### src/logic/flash_mode_pkg.sv
// Constants and types shared by the flash and mode register bank.
package flash_mode_pkg;
  localparam int          ADR_W         = 18;
  localparam int          DAT_W         = 32;
  localparam logic [15:0] IDX_FC1       = 16'hFF80;
  localparam logic [15:0] IDX_FC2       = 16'hFF81;
  localparam logic [15:0] IDX_EBS       = 16'hFF83;
  localparam logic [15:0] IDX_WSC       = 16'hFFC2;
  localparam logic [15:0] IDX_MDC       = 16'hFFC5;
  localparam logic [7:0]  FC1_RESET     = 8'h80;
  localparam logic [7:0]  FC2_RESET     = 8'h00;
  localparam logic [7:0]  EBS_RESET     = 8'h00;
  localparam logic [7:0]  WSC_RESET     = 8'h08;
  localparam logic [7:0]  DISABLED_READ = 8'h00;
  localparam int          FC1_SWE       = 6;
  localparam int          FC1_EV        = 3;
  localparam int          FC1_PV        = 2;
  localparam int          FC1_E         = 1;
  localparam int          FC1_P         = 0;
  localparam int          FC2_ESU       = 1;
  localparam int          FC2_PSU       = 0;
  localparam int          WSC_FLSEL     = 7;
  localparam int          MDC_EXPANDED_MODE_ENABLE      = 7;
  localparam logic [7:0]  MDC_FIXED     = 8'h64;
  localparam logic [1:0]  MODE_ONE      = 2'h1;
  localparam int          NUM_BLOCKS    = 8;
  localparam logic [6:0]  TOTAL_KB      = 7'h3C;
  localparam logic [6:0]  BLOCK_KB [NUM_BLOCKS] = '{
    7'h01, 7'h01, 7'h01, 7'h01, 7'h1C, 7'h10, 7'h0C, 7'h02
  };
  typedef enum logic [2:0] {
    SEL_NONE, SEL_FC1, SEL_FC2, SEL_EBS, SEL_WSC, SEL_MDC
  } reg_sel_t;
  typedef enum logic [1:0] {
    BOOT_IDLE, BOOT_CHECK, BOOT_LOAD, BOOT_READY
  } boot_state_t;
endpackage

### src/logic/flash_mode_register_bank.sv
// Flash control, erase block, wait-state and mode control registers on classic Wishbone.
//
// The Wishbone register port was decided locally.
`timescale 1ns/1ns
module flash_mode_register_bank (
  input  wire logic                              clk_i,            // System clock.
  input  wire logic                              rst_i,            // Synchronous reset.
  input  wire logic                              ce_i,             // Clock enable.
  input  wire logic                              cyc_i,            // Wishbone cycle.
  input  wire logic                              stb_i,            // Wishbone strobe.
  input  wire logic                              we_i,             // Wishbone write.
  input  wire logic [flash_mode_pkg::ADR_W-1:0]  adr_i,            // Byte address.
  input  wire logic [3:0]                        sel_i,            // Byte selects.
  input  wire logic [flash_mode_pkg::DAT_W-1:0]  dat_i,            // Write data.
  output logic      [flash_mode_pkg::DAT_W-1:0]  dat_o,            // Read data.
  output logic                                   ack_o,            // Wishbone ack.
  input  wire logic                              mode_pin_one_i,   // Mode pin 1.
  input  wire logic                              mode_pin_zero_i,  // Mode pin 0.
  input  wire logic                              boot_pin_i,       // Boot request pin.
  input  wire logic                              prog_voltage_i,   // Programming voltage.
  input  wire logic                              flash_error_i,    // Flash fault pulse.
  input  wire logic                              comm_ok_i,        // Serial check passed.
  input  wire logic                              load_done_i,      // Routine loaded.
  output logic                                   expanded_o,       // Expanded operation.
  output logic                                   single_chip_o,    // Single-chip operation.
  output logic                                   flash_enabled_o,  // On-chip flash on.
  output logic      [7:0]                        wait_state_o,     // Wait-state control.
  output logic                                   boot_check_o,     // Run serial check.
  output logic                                   routine_load_o,   // Load erase routine.
  output logic                                   program_o,        // Program request.
  output logic                                   program_verify_o, // Program-verify.
  output logic                                   erase_verify_o,   // Erase-verify.
  output logic                                   erase_all_o,      // Total erase request.
  output logic                                   erase_o,          // Block erase request.
  output logic      [7:0]                        erase_blocks_o,   // Blocks to erase.
  output logic      [6:0]                        erase_kbytes_o    // Kbytes to erase.
);
  import flash_mode_pkg::*;

  // Pin synchronisers: stage one feeds stage two only.
  logic [3:0]  pin_meta_reg;
  logic [3:0]  pin_sync_reg;
  logic [1:0]  mode_reg;
  logic        boot_reg;

  // Bus answer and register contents.
  logic        ack_reg;
  logic [31:0] dat_reg;
  logic        swe_reg;
  logic        ev_reg;
  logic        pv_reg;
  logic        e_reg;
  logic        p_reg;
  logic        fler_reg;
  logic        esu_reg;
  logic        psu_reg;
  logic [7:0]  ebs_reg;
  logic [7:0]  wsc_reg;
  logic        expanded_mode_enable_reg;

  // Sequencing and decode helpers.
  boot_state_t boot_state_reg;
  boot_state_t boot_state_next;
  reg_sel_t    sel_now;
  logic        req;
  logic        wr_en;
  logic [7:0]  wdat;
  logic        flash_en;
  logic        user_prog;
  logic        boot_ready;
  logic        may_alter;
  logic [7:0]  rd_byte;

  // Registers sit one per 32-bit word, so the two low address bits must be zero.
  // Without the select bit the flash words are unmapped and fall through to zero.
  function automatic reg_sel_t decode(input logic [ADR_W-1:0] a, input logic flsel);
    reg_sel_t s;
    s = SEL_NONE;
    if (a[1:0] != 2'h0) begin
      s = SEL_NONE;
    end else if (flsel && a[ADR_W-1:2] == IDX_FC1) begin
      s = SEL_FC1;
    end else if (flsel && a[ADR_W-1:2] == IDX_FC2) begin
      s = SEL_FC2;
    end else if (flsel && a[ADR_W-1:2] == IDX_EBS) begin
      s = SEL_EBS;
    end else if (a[ADR_W-1:2] == IDX_WSC) begin
      s = SEL_WSC;
    end else if (a[ADR_W-1:2] == IDX_MDC) begin
      s = SEL_MDC;
    end
    return s;
  endfunction

  // The sum cannot overflow: all eight blocks together come to 62, well inside the seven bits.
  function automatic logic [6:0] block_kbytes(input logic [7:0] mask);
    logic [6:0] sum;
    sum = 7'h00;
    for (int i = 0; i < NUM_BLOCKS; i++) begin
      if (mask[i]) begin
        sum = sum + BLOCK_KB[i];
      end
    end
    return sum;
  endfunction

  always_ff @(posedge clk_i) begin
    if (ce_i) begin
      pin_meta_reg <= {prog_voltage_i, boot_pin_i, mode_pin_one_i, mode_pin_zero_i};
      pin_sync_reg <= pin_meta_reg;
    end
  end

  // The mode follows the pins all through reset and freezes at release.
  always_ff @(posedge clk_i) begin
    if (rst_i) begin
      mode_reg <= pin_sync_reg[1:0];
      boot_reg <= pin_sync_reg[2];
    end
  end

  assign flash_en   = (mode_reg != MODE_ONE);
  // The programming voltage is followed live, so removing it stops user programming requests on the third clock edge; boot mode ignores it.
  assign user_prog  = !boot_reg && pin_sync_reg[3];
  assign boot_ready = boot_reg && (boot_state_reg == BOOT_READY);
  // User mode without the programming voltage leaves the flash readable only; a latched fault also blocks changes.
  assign may_alter  = flash_en && !fler_reg && (boot_ready || user_prog);

  assign req     = cyc_i && stb_i && !ack_reg;
  assign sel_now = decode(adr_i, wsc_reg[WSC_FLSEL]);
  // Writes land on the edge where the master sees ack.
  assign wr_en   = cyc_i && stb_i && we_i && ack_reg && sel_i[0];
  assign wdat    = dat_i[7:0];

  // Read data is taken at the request edge, so the pins are latched as the read starts.
  always_comb begin
    rd_byte = 8'h00;
    case (sel_now)
      SEL_FC1: rd_byte = flash_en ? {1'b1, swe_reg, 2'h0, ev_reg, pv_reg, e_reg, p_reg}
                                  : DISABLED_READ;
      SEL_FC2: rd_byte = flash_en ? {fler_reg, 5'h00, esu_reg, psu_reg}
                                  : DISABLED_READ;
      SEL_EBS: rd_byte = flash_en ? ebs_reg : DISABLED_READ;
      SEL_WSC: rd_byte = wsc_reg;
      SEL_MDC: rd_byte = MDC_FIXED | {expanded_mode_enable_reg, 5'h00, pin_sync_reg[1:0]};
      default: rd_byte = 8'h00;
    endcase
  end

  // Every access answers after one cycle; unmapped addresses read zero.
  always_ff @(posedge clk_i) begin
    if (rst_i) begin
      ack_reg <= 1'b0;
      dat_reg <= 32'h0000_0000;
    end else if (ce_i) begin
      ack_reg <= req;
      if (req) begin
        dat_reg <= {24'h00_0000, rd_byte};
      end
    end
  end

  // The read data register holds the mode pin levels from the moment of the read.
  // A second copy would only duplicate it, so none is kept.

  // Bit 7 reads 1 while the flash is enabled and is not stored.
  // Each mode bit sets only if its enables were already set before this write.
  always_ff @(posedge clk_i) begin
    if (rst_i) begin
      swe_reg <= FC1_RESET[FC1_SWE];
      ev_reg  <= FC1_RESET[FC1_EV];
      pv_reg  <= FC1_RESET[FC1_PV];
      e_reg   <= FC1_RESET[FC1_E];
      p_reg   <= FC1_RESET[FC1_P];
    end else if (ce_i) begin
      if (wr_en && sel_now == SEL_FC1 && flash_en) begin
        swe_reg <= wdat[FC1_SWE];
        ev_reg  <= wdat[FC1_EV] && swe_reg;
        pv_reg  <= wdat[FC1_PV] && swe_reg;
        e_reg   <= wdat[FC1_E] && swe_reg && esu_reg;
        p_reg   <= wdat[FC1_P] && swe_reg && psu_reg;
      end else if (!swe_reg) begin
        ev_reg <= 1'b0;
        pv_reg <= 1'b0;
        e_reg  <= 1'b0;
        p_reg  <= 1'b0;
      end
    end
  end

  // The error bit is read only; it clears with the write enable or by reset.
  always_ff @(posedge clk_i) begin
    if (rst_i) begin
      fler_reg <= FC2_RESET[7];
      esu_reg  <= FC2_RESET[FC2_ESU];
      psu_reg  <= FC2_RESET[FC2_PSU];
    end else if (ce_i) begin
      if (!swe_reg) begin
        fler_reg <= 1'b0;
        esu_reg  <= 1'b0;
        psu_reg  <= 1'b0;
      end else begin
        // A fault in the same cycle as any write still sets the error bit.
        if (flash_error_i) begin
          fler_reg <= 1'b1;
        end
        if (wr_en && sel_now == SEL_FC2 && flash_en) begin
          esu_reg <= wdat[FC2_ESU];
          psu_reg <= wdat[FC2_PSU];
        end
      end
    end
  end

  // A stale block mask could erase the wrong blocks later, so it clears with the enable.
  always_ff @(posedge clk_i) begin
    if (rst_i) begin
      ebs_reg <= EBS_RESET;
    end else if (ce_i) begin
      if (!swe_reg) begin
        ebs_reg <= 8'h00;
      end else if (wr_en && sel_now == SEL_EBS && flash_en) begin
        ebs_reg <= wdat;
      end
    end
  end

  // This register is always mapped, so software can always reach the select bit.
  always_ff @(posedge clk_i) begin
    if (rst_i) begin
      wsc_reg <= WSC_RESET;
    end else if (ce_i && wr_en && sel_now == SEL_WSC) begin
      wsc_reg <= wdat;
    end
  end

  // Mode 1 pins the bit high; modes 2 and 3 hold it low except under boot.
  always_ff @(posedge clk_i) begin
    if (rst_i) begin
      expanded_mode_enable_reg <= (pin_sync_reg[1:0] == MODE_ONE);
    end else if (ce_i) begin
      if (mode_reg == MODE_ONE) begin
        expanded_mode_enable_reg <= 1'b1;
      end else if (boot_reg && wr_en && sel_now == SEL_MDC) begin
        expanded_mode_enable_reg <= wdat[MDC_EXPANDED_MODE_ENABLE];
      end else if (!boot_reg) begin
        expanded_mode_enable_reg <= 1'b0;
      end
    end
  end

  // The serial check and the routine transfer run outside this block.
  // Past idle, only their completion levels move the sequencer on.
  always_comb begin
    boot_state_next = boot_state_reg;
    case (boot_state_reg)
      BOOT_IDLE: begin
        if (boot_reg) begin
          boot_state_next = BOOT_CHECK;
        end
      end
      BOOT_CHECK: begin
        if (comm_ok_i) begin
          boot_state_next = BOOT_LOAD;
        end
      end
      BOOT_LOAD: begin
        if (load_done_i) begin
          boot_state_next = BOOT_READY;
        end
      end
      BOOT_READY: boot_state_next = BOOT_READY;
      default:    boot_state_next = BOOT_IDLE;
    endcase
  end

  // The sequencer leaves idle only after a reset that captured the boot pin.
  always_ff @(posedge clk_i) begin
    if (rst_i) begin
      boot_state_reg <= BOOT_IDLE;
    end else if (ce_i) begin
      boot_state_reg <= boot_state_next;
    end
  end

  // Mode and status outputs are registered copies, one cycle behind the registers.
  always_ff @(posedge clk_i) begin
    if (rst_i) begin
      expanded_o      <= 1'b0;
      single_chip_o   <= 1'b0;
      flash_enabled_o <= 1'b0;
      wait_state_o    <= WSC_RESET;
    end else if (ce_i) begin
      expanded_o      <= expanded_mode_enable_reg;
      single_chip_o   <= !expanded_mode_enable_reg;
      flash_enabled_o <= flash_en;
      wait_state_o    <= wsc_reg;
    end
  end

  always_ff @(posedge clk_i) begin
    if (rst_i) begin
      boot_check_o   <= 1'b0;
      routine_load_o <= 1'b0;
    end else if (ce_i) begin
      boot_check_o   <= (boot_state_reg == BOOT_CHECK);
      routine_load_o <= (boot_state_reg == BOOT_LOAD);
    end
  end

  // Requests toward the flash array are registered to keep them glitch free.
  // A latched fault drops a program or erase request on the next edge; the wrong mode drops any request.
  always_ff @(posedge clk_i) begin
    if (rst_i) begin
      program_o        <= 1'b0;
      program_verify_o <= 1'b0;
      erase_verify_o   <= 1'b0;
      erase_all_o      <= 1'b0;
      erase_o          <= 1'b0;
    end else if (ce_i) begin
      program_o        <= p_reg && may_alter;
      program_verify_o <= pv_reg && flash_en;
      erase_verify_o   <= ev_reg && flash_en;
      erase_all_o      <= e_reg && may_alter && boot_reg;
      erase_o          <= e_reg && may_alter && user_prog && ebs_reg != 8'h00;
    end
  end

  // Boot mode clears every block at once; the mask only counts in user programming.
  always_ff @(posedge clk_i) begin
    if (rst_i) begin
      erase_blocks_o <= 8'h00;
      erase_kbytes_o <= 7'h00;
    end else if (ce_i) begin
      if (e_reg && may_alter && boot_reg) begin
        erase_blocks_o <= {NUM_BLOCKS{1'b1}};
        erase_kbytes_o <= TOTAL_KB;
      end else if (e_reg && may_alter && user_prog) begin
        erase_blocks_o <= ebs_reg;
        erase_kbytes_o <= block_kbytes(ebs_reg);
      end else begin
        erase_blocks_o <= 8'h00;
        erase_kbytes_o <= 7'h00;
      end
    end
  end

  assign dat_o = dat_reg;
  assign ack_o = ack_reg;
endmodule // flash_mode_register_bank

### config.mk
export PLATFORM = sky130hd
export DESIGN_NAME = flash_mode_register_bank
export DESIGN_NICKNAME = d
export VERILOG_FILES = /design/src/logic/flash_mode_pkg.sv /design/src/logic/flash_mode_register_bank.sv
export SDC_FILE = /design/constraint.sdc
export NUM_CORES = 1
export LEC_CHECK = 0
export BUFFER_PORTS_ARGS = -buffer_cell sky130_fd_sc_hd__buf_2
export CORE_MARGIN = 10
export CORE_UTILIZATION = 50
export DETAILED_ROUTE_END_ITERATION = 10
export GPL_ROUTABILITY_DRIVEN = 0
export PLACE_DENSITY_LB_ADDON = 0.1
export RECOVER_POWER = 100
export REMOVE_ABC_BUFFERS = 1
export SETUP_SLACK_MARGIN = 0.3
export SYNTH_ARGS = -nofsm -noshare
export SYNTH_HDL_FRONTEND = slang
export SYNTH_SLANG_ARGS = --single-unit
### constraint.sdc
create_clock -name clk_i -period 6.27 [get_ports clk_i]
set_input_delay 1.254 -clock clk_i [delete_from_list [all_inputs] [get_ports clk_i]]
set_output_delay 1.254 -clock clk_i [all_outputs]
set_load 0.01 [all_outputs]
# After elaboration in Yosys (flattened, before gate mapping)
# Index checks and enable logic that the tools add are counted.
# word_totals
input_bits	67
elab_cells	186
register_bits	80
out_inout_bits	66
# classes
muxes	72
reduce_logical	52
eq_ne	24
n_addsub	7
# op_table
cell	count
2-to-1 mux 7 bit	37
== test 16 bit (second input constant)	5
2-to-1 mux 8 bit	7
case mux 8 bit (5 select lines)	1
logical AND 1 bit	35
adder 7 x 1 -> 7 bit (second input constant)	3
2-to-1 mux 3 bit	6
2-to-1 mux 1 bit	17
adder 7 x 5 -> 7 bit (second input constant)	2
AND reduction 2 bit	7
!= test 2 x 1 -> 1 bit (second input constant)	4
!= test 2 bit (second input constant)	4
case mux 2 bit (4 select lines)	1
nonzero test 8 bit	1
adder 7 x 2 -> 7 bit (second input constant)	1
adder 7 x 4 -> 7 bit (second input constant)	1
== test 2 x 1 -> 1 bit (second input constant)	3
== test 3 x 2 -> 1 bit (second input constant)	2
== test 3 bit (second input constant)	2
2-to-1 mux 2 bit	3
== test 2 bit (second input constant)	2
zero test 1 bit	4
!= test 4 x 2 -> 1 bit (second input constant)	1
AND reduction 4 bit	1
4 further kinds	5

# Logic depth before layout (Yosys ltp)
# Gate-level depths: netlist (run 1).
# depth
ltp_word	50
mapped_depth	16

# Worst setup path after synthesis (run 1)
# No wires, ideal clock.
# synth_path
path_type	reg-to-reg
from	register ebs_reg[0]
to	register erase_kbytes_o[6]
path_slack_ps	2815
required_ps	6175
setup_time_ps	95
n_path_buf	0
arrival_time_ps	3360
stages_incl_launch_ff	15
path_cell_list	dfxtp_1 > inv_1 > ha_1 > xor2_1 > ha_1 > nand2_1 > xnor2_2 > nand2_1 > ha_1 > nand2b_1 > mux2_2 > o21ai_0 > nand3b_1 > a2111o_1 > o311ai_1
# synth_between
elab_chain_len	45
# synth_rtl
element	line_no	text
start, declared	flash_mode_register_bank.sv:57	logic [7:0] ebs_reg;
start signal, assigned	flash_mode_register_bank.sv:223	ebs_reg <= wdat;
2-to-1 mux 1 bit *	flash_mode_register_bank.sv:100	if (mask[i]) begin
2-to-1 mux 7 bit *	flash_mode_register_bank.sv:338	end else if (e_reg && may_alter && user_prog) begin
2-to-1 mux 7 bit *	flash_mode_register_bank.sv:335	if (e_reg && may_alter && boot_reg) begin
2-to-1 mux 7 bit *	flash_mode_register_bank.sv:334	end else if (ce_i) begin
2-to-1 mux 7 bit *	flash_mode_register_bank.sv:331	if (rst_i) begin
adder 7 x 1 -> 7 bit	flash_mode_register_bank.sv:101	sum = sum + BLOCK_KB[i];
2-to-1 mux 7 bit *	flash_mode_register_bank.sv:100	
2-to-1 mux 7 bit *	flash_mode_register_bank.sv:338	
(+29 left out)	--	
2-to-1 mux 7 bit *	flash_mode_register_bank.sv:338	
2-to-1 mux 7 bit *	flash_mode_register_bank.sv:335	
2-to-1 mux 7 bit *	flash_mode_register_bank.sv:334	
2-to-1 mux 7 bit *	flash_mode_register_bank.sv:331	
adder 7 x 2 -> 7 bit	flash_mode_register_bank.sv:101	
2-to-1 mux 7 bit *	flash_mode_register_bank.sv:100	
2-to-1 mux 7 bit *	flash_mode_register_bank.sv:338	
2-to-1 mux 7 bit *	flash_mode_register_bank.sv:335	
end signal, assigned	flash_mode_register_bank.sv:340	erase_kbytes_o <= block_kbytes(ebs_reg);
end, declared	flash_mode_register_bank.sv:36	output logic [6:0] erase_kbytes_o
# Every way passes the cells marked *; elsewhere a longest branch is shown, timed or not. The select of a mux whose other input is x is not followed.
# A chain may end at the register's enable or synchronous reset.

# Worst setup path in the final report (run 1)
# layout_path
from	input adr_i[7] (netlist name)
to	register ebs_reg[5]
# layout_between
elab_chain_len	12
elab_cells_between_ends	19
cone_classes	7 x eq/ne; 6 x mux; 6 x reduce/logical
# layout_rtl
element	line_no	text
start, declared	flash_mode_register_bank.sv:12	input wire logic [flash_mode_pkg::ADR_W-1:0] adr_i,
== test 16 bit	flash_mode_register_bank.sv:89	end else if (a[ADR_W-1:2] == IDX_MDC) begin
2-to-1 mux 3 bit	flash_mode_register_bank.sv:89	
2-to-1 mux 3 bit	flash_mode_register_bank.sv:87	end else if (a[ADR_W-1:2] == IDX_WSC) begin
2-to-1 mux 3 bit	flash_mode_register_bank.sv:85	end else if (flsel && a[ADR_W-1:2] == IDX_EBS) begin
2-to-1 mux 3 bit	flash_mode_register_bank.sv:83	end else if (flsel && a[ADR_W-1:2] == IDX_FC2) begin
2-to-1 mux 3 bit *	flash_mode_register_bank.sv:81	end else if (flsel && a[ADR_W-1:2] == IDX_FC1) begin
2-to-1 mux 3 bit *	flash_mode_register_bank.sv:79	if (a[1:0] != 2'h0) begin
== test 3 x 2 -> 1 bit *	flash_mode_register_bank.sv:222	end else if (wr_en && sel_now == SEL_EBS && flash_en) begin
logical AND 1 bit * (2 in a row)	flash_mode_register_bank.sv:222	
!= test 2 x 1 -> 1 bit (no source line) *	--	
AND reduction 2 bit (no source line) *	--	
# Every way passes the cells marked *; elsewhere a longest branch is shown, timed or not.

==> metrics.txt, run 1 <==
post-synth top area share=0.3312; gr usage total=0.1594; unrepaired setup endpoints after global routing=false; Pleak=0.001754 uW; Avg WL per Cell=16.13 um; Arr. time, crit path=4.76 ns; #FFs+latches synth=80; pwr dens=208.8 nW/um^2; drt via density=5.440; max-slew violations=77; R2R Setup Slk=1.96 ns; Max IR drop VDD=158.4 uV; footprint of the multi-input gates=2106 um^2; routed vias=3400; largest family of logic cells by synthesized area=simple AND/OR/NAND/NOR gates; Critical Path Sink=ebs_reg[5]$_SDFFE_PP0P_; CTS H-tree depth=3; worst reg2reg startpoint=ebs_reg[0]$_SDFFE_PP0P_; Async S/R FF share, synth=0; Max Cap Viol=2; area fraction in compound gates after synthesis=0.1464; DRC errors left=0; Clk pin slew, worst setup/hold paths=0.09 ns; simple-gate share of the synthesized area=0.2344; Seq/Total Area, Yosys=0.4189; failing checks=capacitance limit, slew limit; post-CTS setup buffer count=0; root buffer cell=clkbuf_8; Syn Std Cell Area=4110 um^2; post-cts repair resize count=0; # IOs=133; Final period util=0.7218; main area contributors after synthesis=dfxtp_1 33%, edfxtp_1 8.8%, mux2i_1 5.1%, buf_4 4.7%, a21oi_1 3.8%; chip width=110.7 um; Yosys cell types=58; largest net degree at the start of global routing=69; I/O Buffers=81; Hold Worst Slack=0.4031 ns; setup TNS=0 ns; Max Clk Rate=221.0 MHz; Slew Limit Headroom=-0.8724; dpl hpwl=7488 um; core box area=8093 um^2; proportion of layout cells with a drive suffix above 1=0.1308; Critical path origin=adr_i[7]; CTS hold repair buffers=0; fin crit period=4.526 ns; initial antenna violation count=0; worst-path fanout max=11; mux share of post-synthesis cell area=0.06210; initial drt markers=169; most common cell in the synthesized netlist=dfxtp_1; sequential cell area=1722 um^2; Initial Util=0.5079; crit end category=flip-flop; drt pass-1 iters=4; Synth Instances=448; Final Hold Fails=0; CP startpoint kind=input pin; # clock sinks=80; CTS tree=done; Slew @ Worst Pin=2.809 ns; Synth Area in XOR/XNOR=0.03166; status=complete, but fails checks; Avg Cell Area, Syn=9.175 um^2; NumNets Final=590; Critical Setup Path Class=in2reg; Die Span Y=110.7 um; final wirelength=10080 um; Hold WC Path Type=reg2reg; Antenna Nets Post-Route=0; n_diodes=0; synth warn=0; Post-synth EDFFs=12; Synth Flop Type=dfxtp_1; CTS Buf Count=9; Max Root-Sink Buffers=2; die area=12250 um^2; grt ovf=0; Layout fillers=804; CP required=6.51 ns; Post-synth top cells=68 x dfxtp_1, 41 x nor2_1, 31 x a21oi_1; Layout area overhead=9.924%; Setup-failing EPs final=0; r2r worst-path depth=14; row count=33; Yosys top cell by area=dfxtp_1; Fin Clk Skew=0.01715 ns; Critical R2R Capture=erase_kbytes_o[6]$_SDFFE_PP0P_; first-pass GRT wire length=16670 um; vias in the first global route=3434; post-synthesis adder-cell area fraction=0.02435; worst skew pair latency=0.35 ns
==> worst min-delay path by stage <==
stage | depth (start not counted) | endpoint | slack (ns) | start
2_1_floorplan | 0 | boot_reg$_DFFE_PP_ | 0.40 | pin_sync_reg[2]$_DFFE_PP_
3_3_place_gp | 0 | pin_sync_reg[0]$_DFFE_PP_ | 0.41 | pin_meta_reg[0]$_DFFE_PP_
6_report | 0 | pin_sync_reg[2]$_DFFE_PP_ | 0.40 | pin_meta_reg[2]$_DFFE_PP_
4_1_cts | 0 | pin_sync_reg[2]$_DFFE_PP_ | 0.41 | pin_meta_reg[2]$_DFFE_PP_
5_1_grt | 0 | pin_sync_reg[2]$_DFFE_PP_ | 0.42 | pin_meta_reg[2]$_DFFE_PP_
3_5_place_dp | 0 | pin_sync_reg[2]$_DFFE_PP_ | 0.41 | pin_meta_reg[2]$_DFFE_PP_
==> layout make-up <==
| cell class | count | share of cell area |
|---|---|---|
| Multi-Input combinational cell | 333 | 0.4661 |
| Sequential cell | 80 | 0.3811 |
| Timing Repair Buffer | 83 | 0.08059 |
| Clock buffer | 11 | 0.02908 |
| Tap cell | 105 | 0.02908 |
| Clock inverter | 5 | 0.007477 |
| Inverter | 8 | 0.006646 |
==> cells by family (layout without fill, tap and decap cells) <==
| logic type | after synthesis | after routing |
|---|---|---|
| AOI/OAI and AO/OA | 89 | 89 |
| other | 1 | 24 |
| muxes | 25 | 25 |
| buffers and inverters | 58 | 107 |
| adders and majority gates | 8 | 8 |
| and+or+nand+nor | 173 | 173 |
| DFF | 80 | 80 |
| xor gates and xnor gates | 14 | 14 |
==> critical path: stages <==
cell and delay [ns]:
buf_2 0.09, or4b_1 0.56, nor4_1 1.40, nand3_1 0.39
o31ai_1 0.38, a21oi_1 0.26, a22o_1 0.43
==> power by group <==
part / switching, uW / internal [uW] / leakage (uW)
registers: 7.32 / 533 / 0.000669
logic: 47.2 / 24.6 / 0.000998
clock network: 187 / 144 / 0.0000876
==> routing by layer <==
layer  track usage  vias up  share of wire
met5             0        -              0
met2        0.2567       81           0.47
met4       0.06424        0          0.019
met3       0.04545       14          0.050
li1              -     1695              -
met1        0.1953     1610           0.46
==> cell usage in the layout (no fill, tap or decap), drive strengths merged, types with 2 or more instances in the layout <==
cell and n:
a211o 3, a211oi 2, a21oi 32, a222oi 3
a22o 10, a22oi 2, a31oi 7, a32o 4
and3 3, buf 40, clkbuf 54, clkinv 4
conb 24, dfxtp 68, edfxtp 12, ha 8
inv 9, mux2 4, mux2i 21, nand2 23
nand2b 22, nand3 23, nand3b 10, nand4 5
nand4b 3, nor2 41, nor2b 10, nor3 17
nor3b 3, nor4 4, o211ai 2, o21a 2
o21ai 12, o31ai 4, or2 4, xnor2 8
xor2 6
==> through the flow <==
stage | setup WS (ns) | std cells | cell area (um^2) | power, uW | util
floorplan | 2.790 | 421 | 3892 | 582.8 | -
global placement | 2.427 | 609 | 4444 | 624.1 | 0.5492
detailed placement | 2.336 | 609 | 4444 | 625.5 | 0.5492
CTS | 2.301 | 625 | 4609 | 955.2 | 0.5696
global route | 1.476 | 625 | 4518 | 987.5 | 0.5583
finish | 1.744 | 625 | 4518 | 943.3 | 0.5583
(Power assumes the default switching activity.)
==> inputs of run 2 (changes only) <==
- CORE_UTILIZATION: 50 -> 46
- clock period: 6.27 -> 3.74 ns (I/O delays scaled with it)
==> run 2 against run 1 <==
The run now ends clean. First-iteration DRC count shrank 3.0%. Critical endpoint is now erase_kbytes_o[6]$_SDFFE_PP0P_. Global-route usage down 0.49 points. Sequential share of layout area fell by 2.0 points. Clock skew fell by 0.010 ns. Final area is 5.8% higher. Register-to-register slack lost 1.6 ns. Setup slack got worse by 1.4 ns. Power rose by 76%. Combinational power up 70%. Flip-flop and latch count unchanged. Sequential power rose by 67%.
==> metrics.txt, run 2 (same netlist as run 1, synthesis figures left out) <==
status=complete, no violations; # IOs=133; CP max stage cell=a2111o_1; Max Clk Rate=295.4 MHz; initial drt markers=164; row count=34; Max Cap Viol=0; worst skew pair latency=0.34 ns; Layout area overhead=16.26%; Psw=421.2 uW; CTS hold repair buffers=0; most common cell after layout, fill and taps aside=dfxtp_1; CTS Buf Count=9; Placement Setup Slack=0.1929 ns; Hold WC Path Type=reg2reg; max incr delay on CP=0.40 ns; worst-path fanout max=5; vias in the first global route=3426; drt via density=5.423; root buffer cell=clkbuf_8; Pleak=0.001859 uW; first-pass GRT wire length=16590 um; delay-heaviest family, CP=compound AO/OA/AOI/OAI gates; Initial Util=0.4713; fin crit period=3.385 ns; gr usage total=0.1545; Critical Setup Path Class=reg2reg; Final period util=0.9050; Logic pwr share=0.073; pwr dens=348.3 nW/um^2; unrepaired setup endpoints after global routing=false; Net Sw Frac=0.2531; Tot Pwr=1664 uW; Die Span Y=114.5 um; grt ovf=0; proportion of layout cells with a drive suffix above 1=0.1738; initial antenna violation count=0; clock network power share=0.383; core box area=8721 um^2; Crit path buffers/inverters=4; setup TNS=0 ns; I/O Buffers=81; Max Root-Sink Buffers=2; Max IR drop VDD=199.0 uV; # clock sinks=80; WL met1=4902 um; Power Internal=1243 uW; Final Hold Fails=0; Slew Limit Headroom=0.3091; Slew @ Worst Pin=1.036 ns; crit end category=flip-flop; Arr. time, crit path=3.64 ns; chip width=114.5 um; worst reg2reg startpoint=ebs_reg[0]$_SDFFE_PP0P_; final wirelength=10840 um; CTS tree=done; drt pass-1 iters=4; CP required=3.99 ns; routed wl met2=5181 um; Layout fillers=862; DRC errors left=0; NumNets Final=605; metal3 WL=675 um; Setup WS post-layout=0.3552 ns; Clk pin slew, worst setup/hold paths=0.09 ns; Fin Clk Skew=0.006848 ns; sequential share of power=0.543; min-delay src=pin_sync_reg[2]$_DFFE_PP_; dpl hpwl=7793 um; Antenna Nets Post-Route=0; CP startpoint kind=flip-flop; largest net degree at the start of global routing=68; max-slew violations=0; top layer in use=met4; CP cell instances=inv_2 -> ha_1 -> xor2_4 -> ha_4 -> nand2_2 -> xnor2_4 -> buf_4 -> nand2_1 -> buf_4 -> inv_1 -> ha_4 -> nand3b_1 -> o21ai_0 -> a21oi_1 -> o21a_1 -> nand3b_1 -> a2111o_1 -> o311ai_1; most frequent cells in the layout=65 x dfxtp_1, 50 x clkbuf_1, 41 x nor2_1; Critical path origin=ebs_reg[0]$_SDFFE_PP0P_; die area=13120 um^2; routed vias=3487; Setup-failing EPs final=0; Avg WL per Cell=16.86 um; CTS H-tree depth=3; n_diodes=0; final core occ=0.5479
## run 2: cell count changes in the layout (fill, tap and decap cells not counted), moves of 2 or more
cell        change
ha_1            -4
xor2_1          -2
buf_2           -2
clkbuf_1        +5
clkinvlp_4      +3
nand2_1         -2
buf_4          +10
xnor2_1         -2
clkinv_4        -2
ha_4            +3
dfxtp_1         -3
dfxtp_2         +3
## run 2: cell type report
class	instances	area [um^2]	area share
Multi-Input combinational cell	333	2220	0.4645
Sequential cell	80	1725	0.3611
Timing Repair Buffer	98	479.2	0.1003
Tap cell	108	135.1	0.02828
Clock buffer	11	131.4	0.02749
Clock inverter	5	57.56	0.01205
Inverter	8	30.03	0.006284
## run 2: final timing paths
check        slack, ns  cells after the start                        endpoint
max               0.36                     18  erase_kbytes_o[6]$_SDFFE_PP0P_
min               0.43                      0              boot_reg$_DFFE_PP_
max reg2reg       0.36                     18  erase_kbytes_o[6]$_SDFFE_PP0P_
min reg2reg       0.43                      0              boot_reg$_DFFE_PP_
## run 2: stage by stage
stage / hold slack (ns) / instances / instance area, um^2
after floorplan: 0.4003 / 421 / 3892
after global placement: 0.4049 / 620 / 4521
after detailed placement: 0.4061 / 620 / 4521
after CTS: 0.4266 / 638 / 4725
after global routing: 0.4218 / 643 / 4778
final: 0.4274 / 643 / 4778
## run 2: what timing repair did
action | in CTS | in global routing
buffers inserted | 2 | 5
cloned | 0 | 0
gates resized for setup | 1 | 22
endpoints found under the setup margin | 3 | 3
pin swaps | 1 | 10
## run 2: power by group through the flow
stage / clock network [uW] / registers (uW) / logic, uW
global route: 685 / 907 / 136
detailed placement: 0 / 924 / 128
global placement: 0 / 924 / 126
floorplan: 0 / 926 / 51.0
finish: 638 / 904 / 122
CTS: 653 / 904 / 128
## run 2: metal layers
metal,GRT usage,vias to the layer above
li1,-,1719
met1,0.1879,1668
met2,0.2548,93
met3,0.04874,7
met4,0.04511,0
met5,0,-
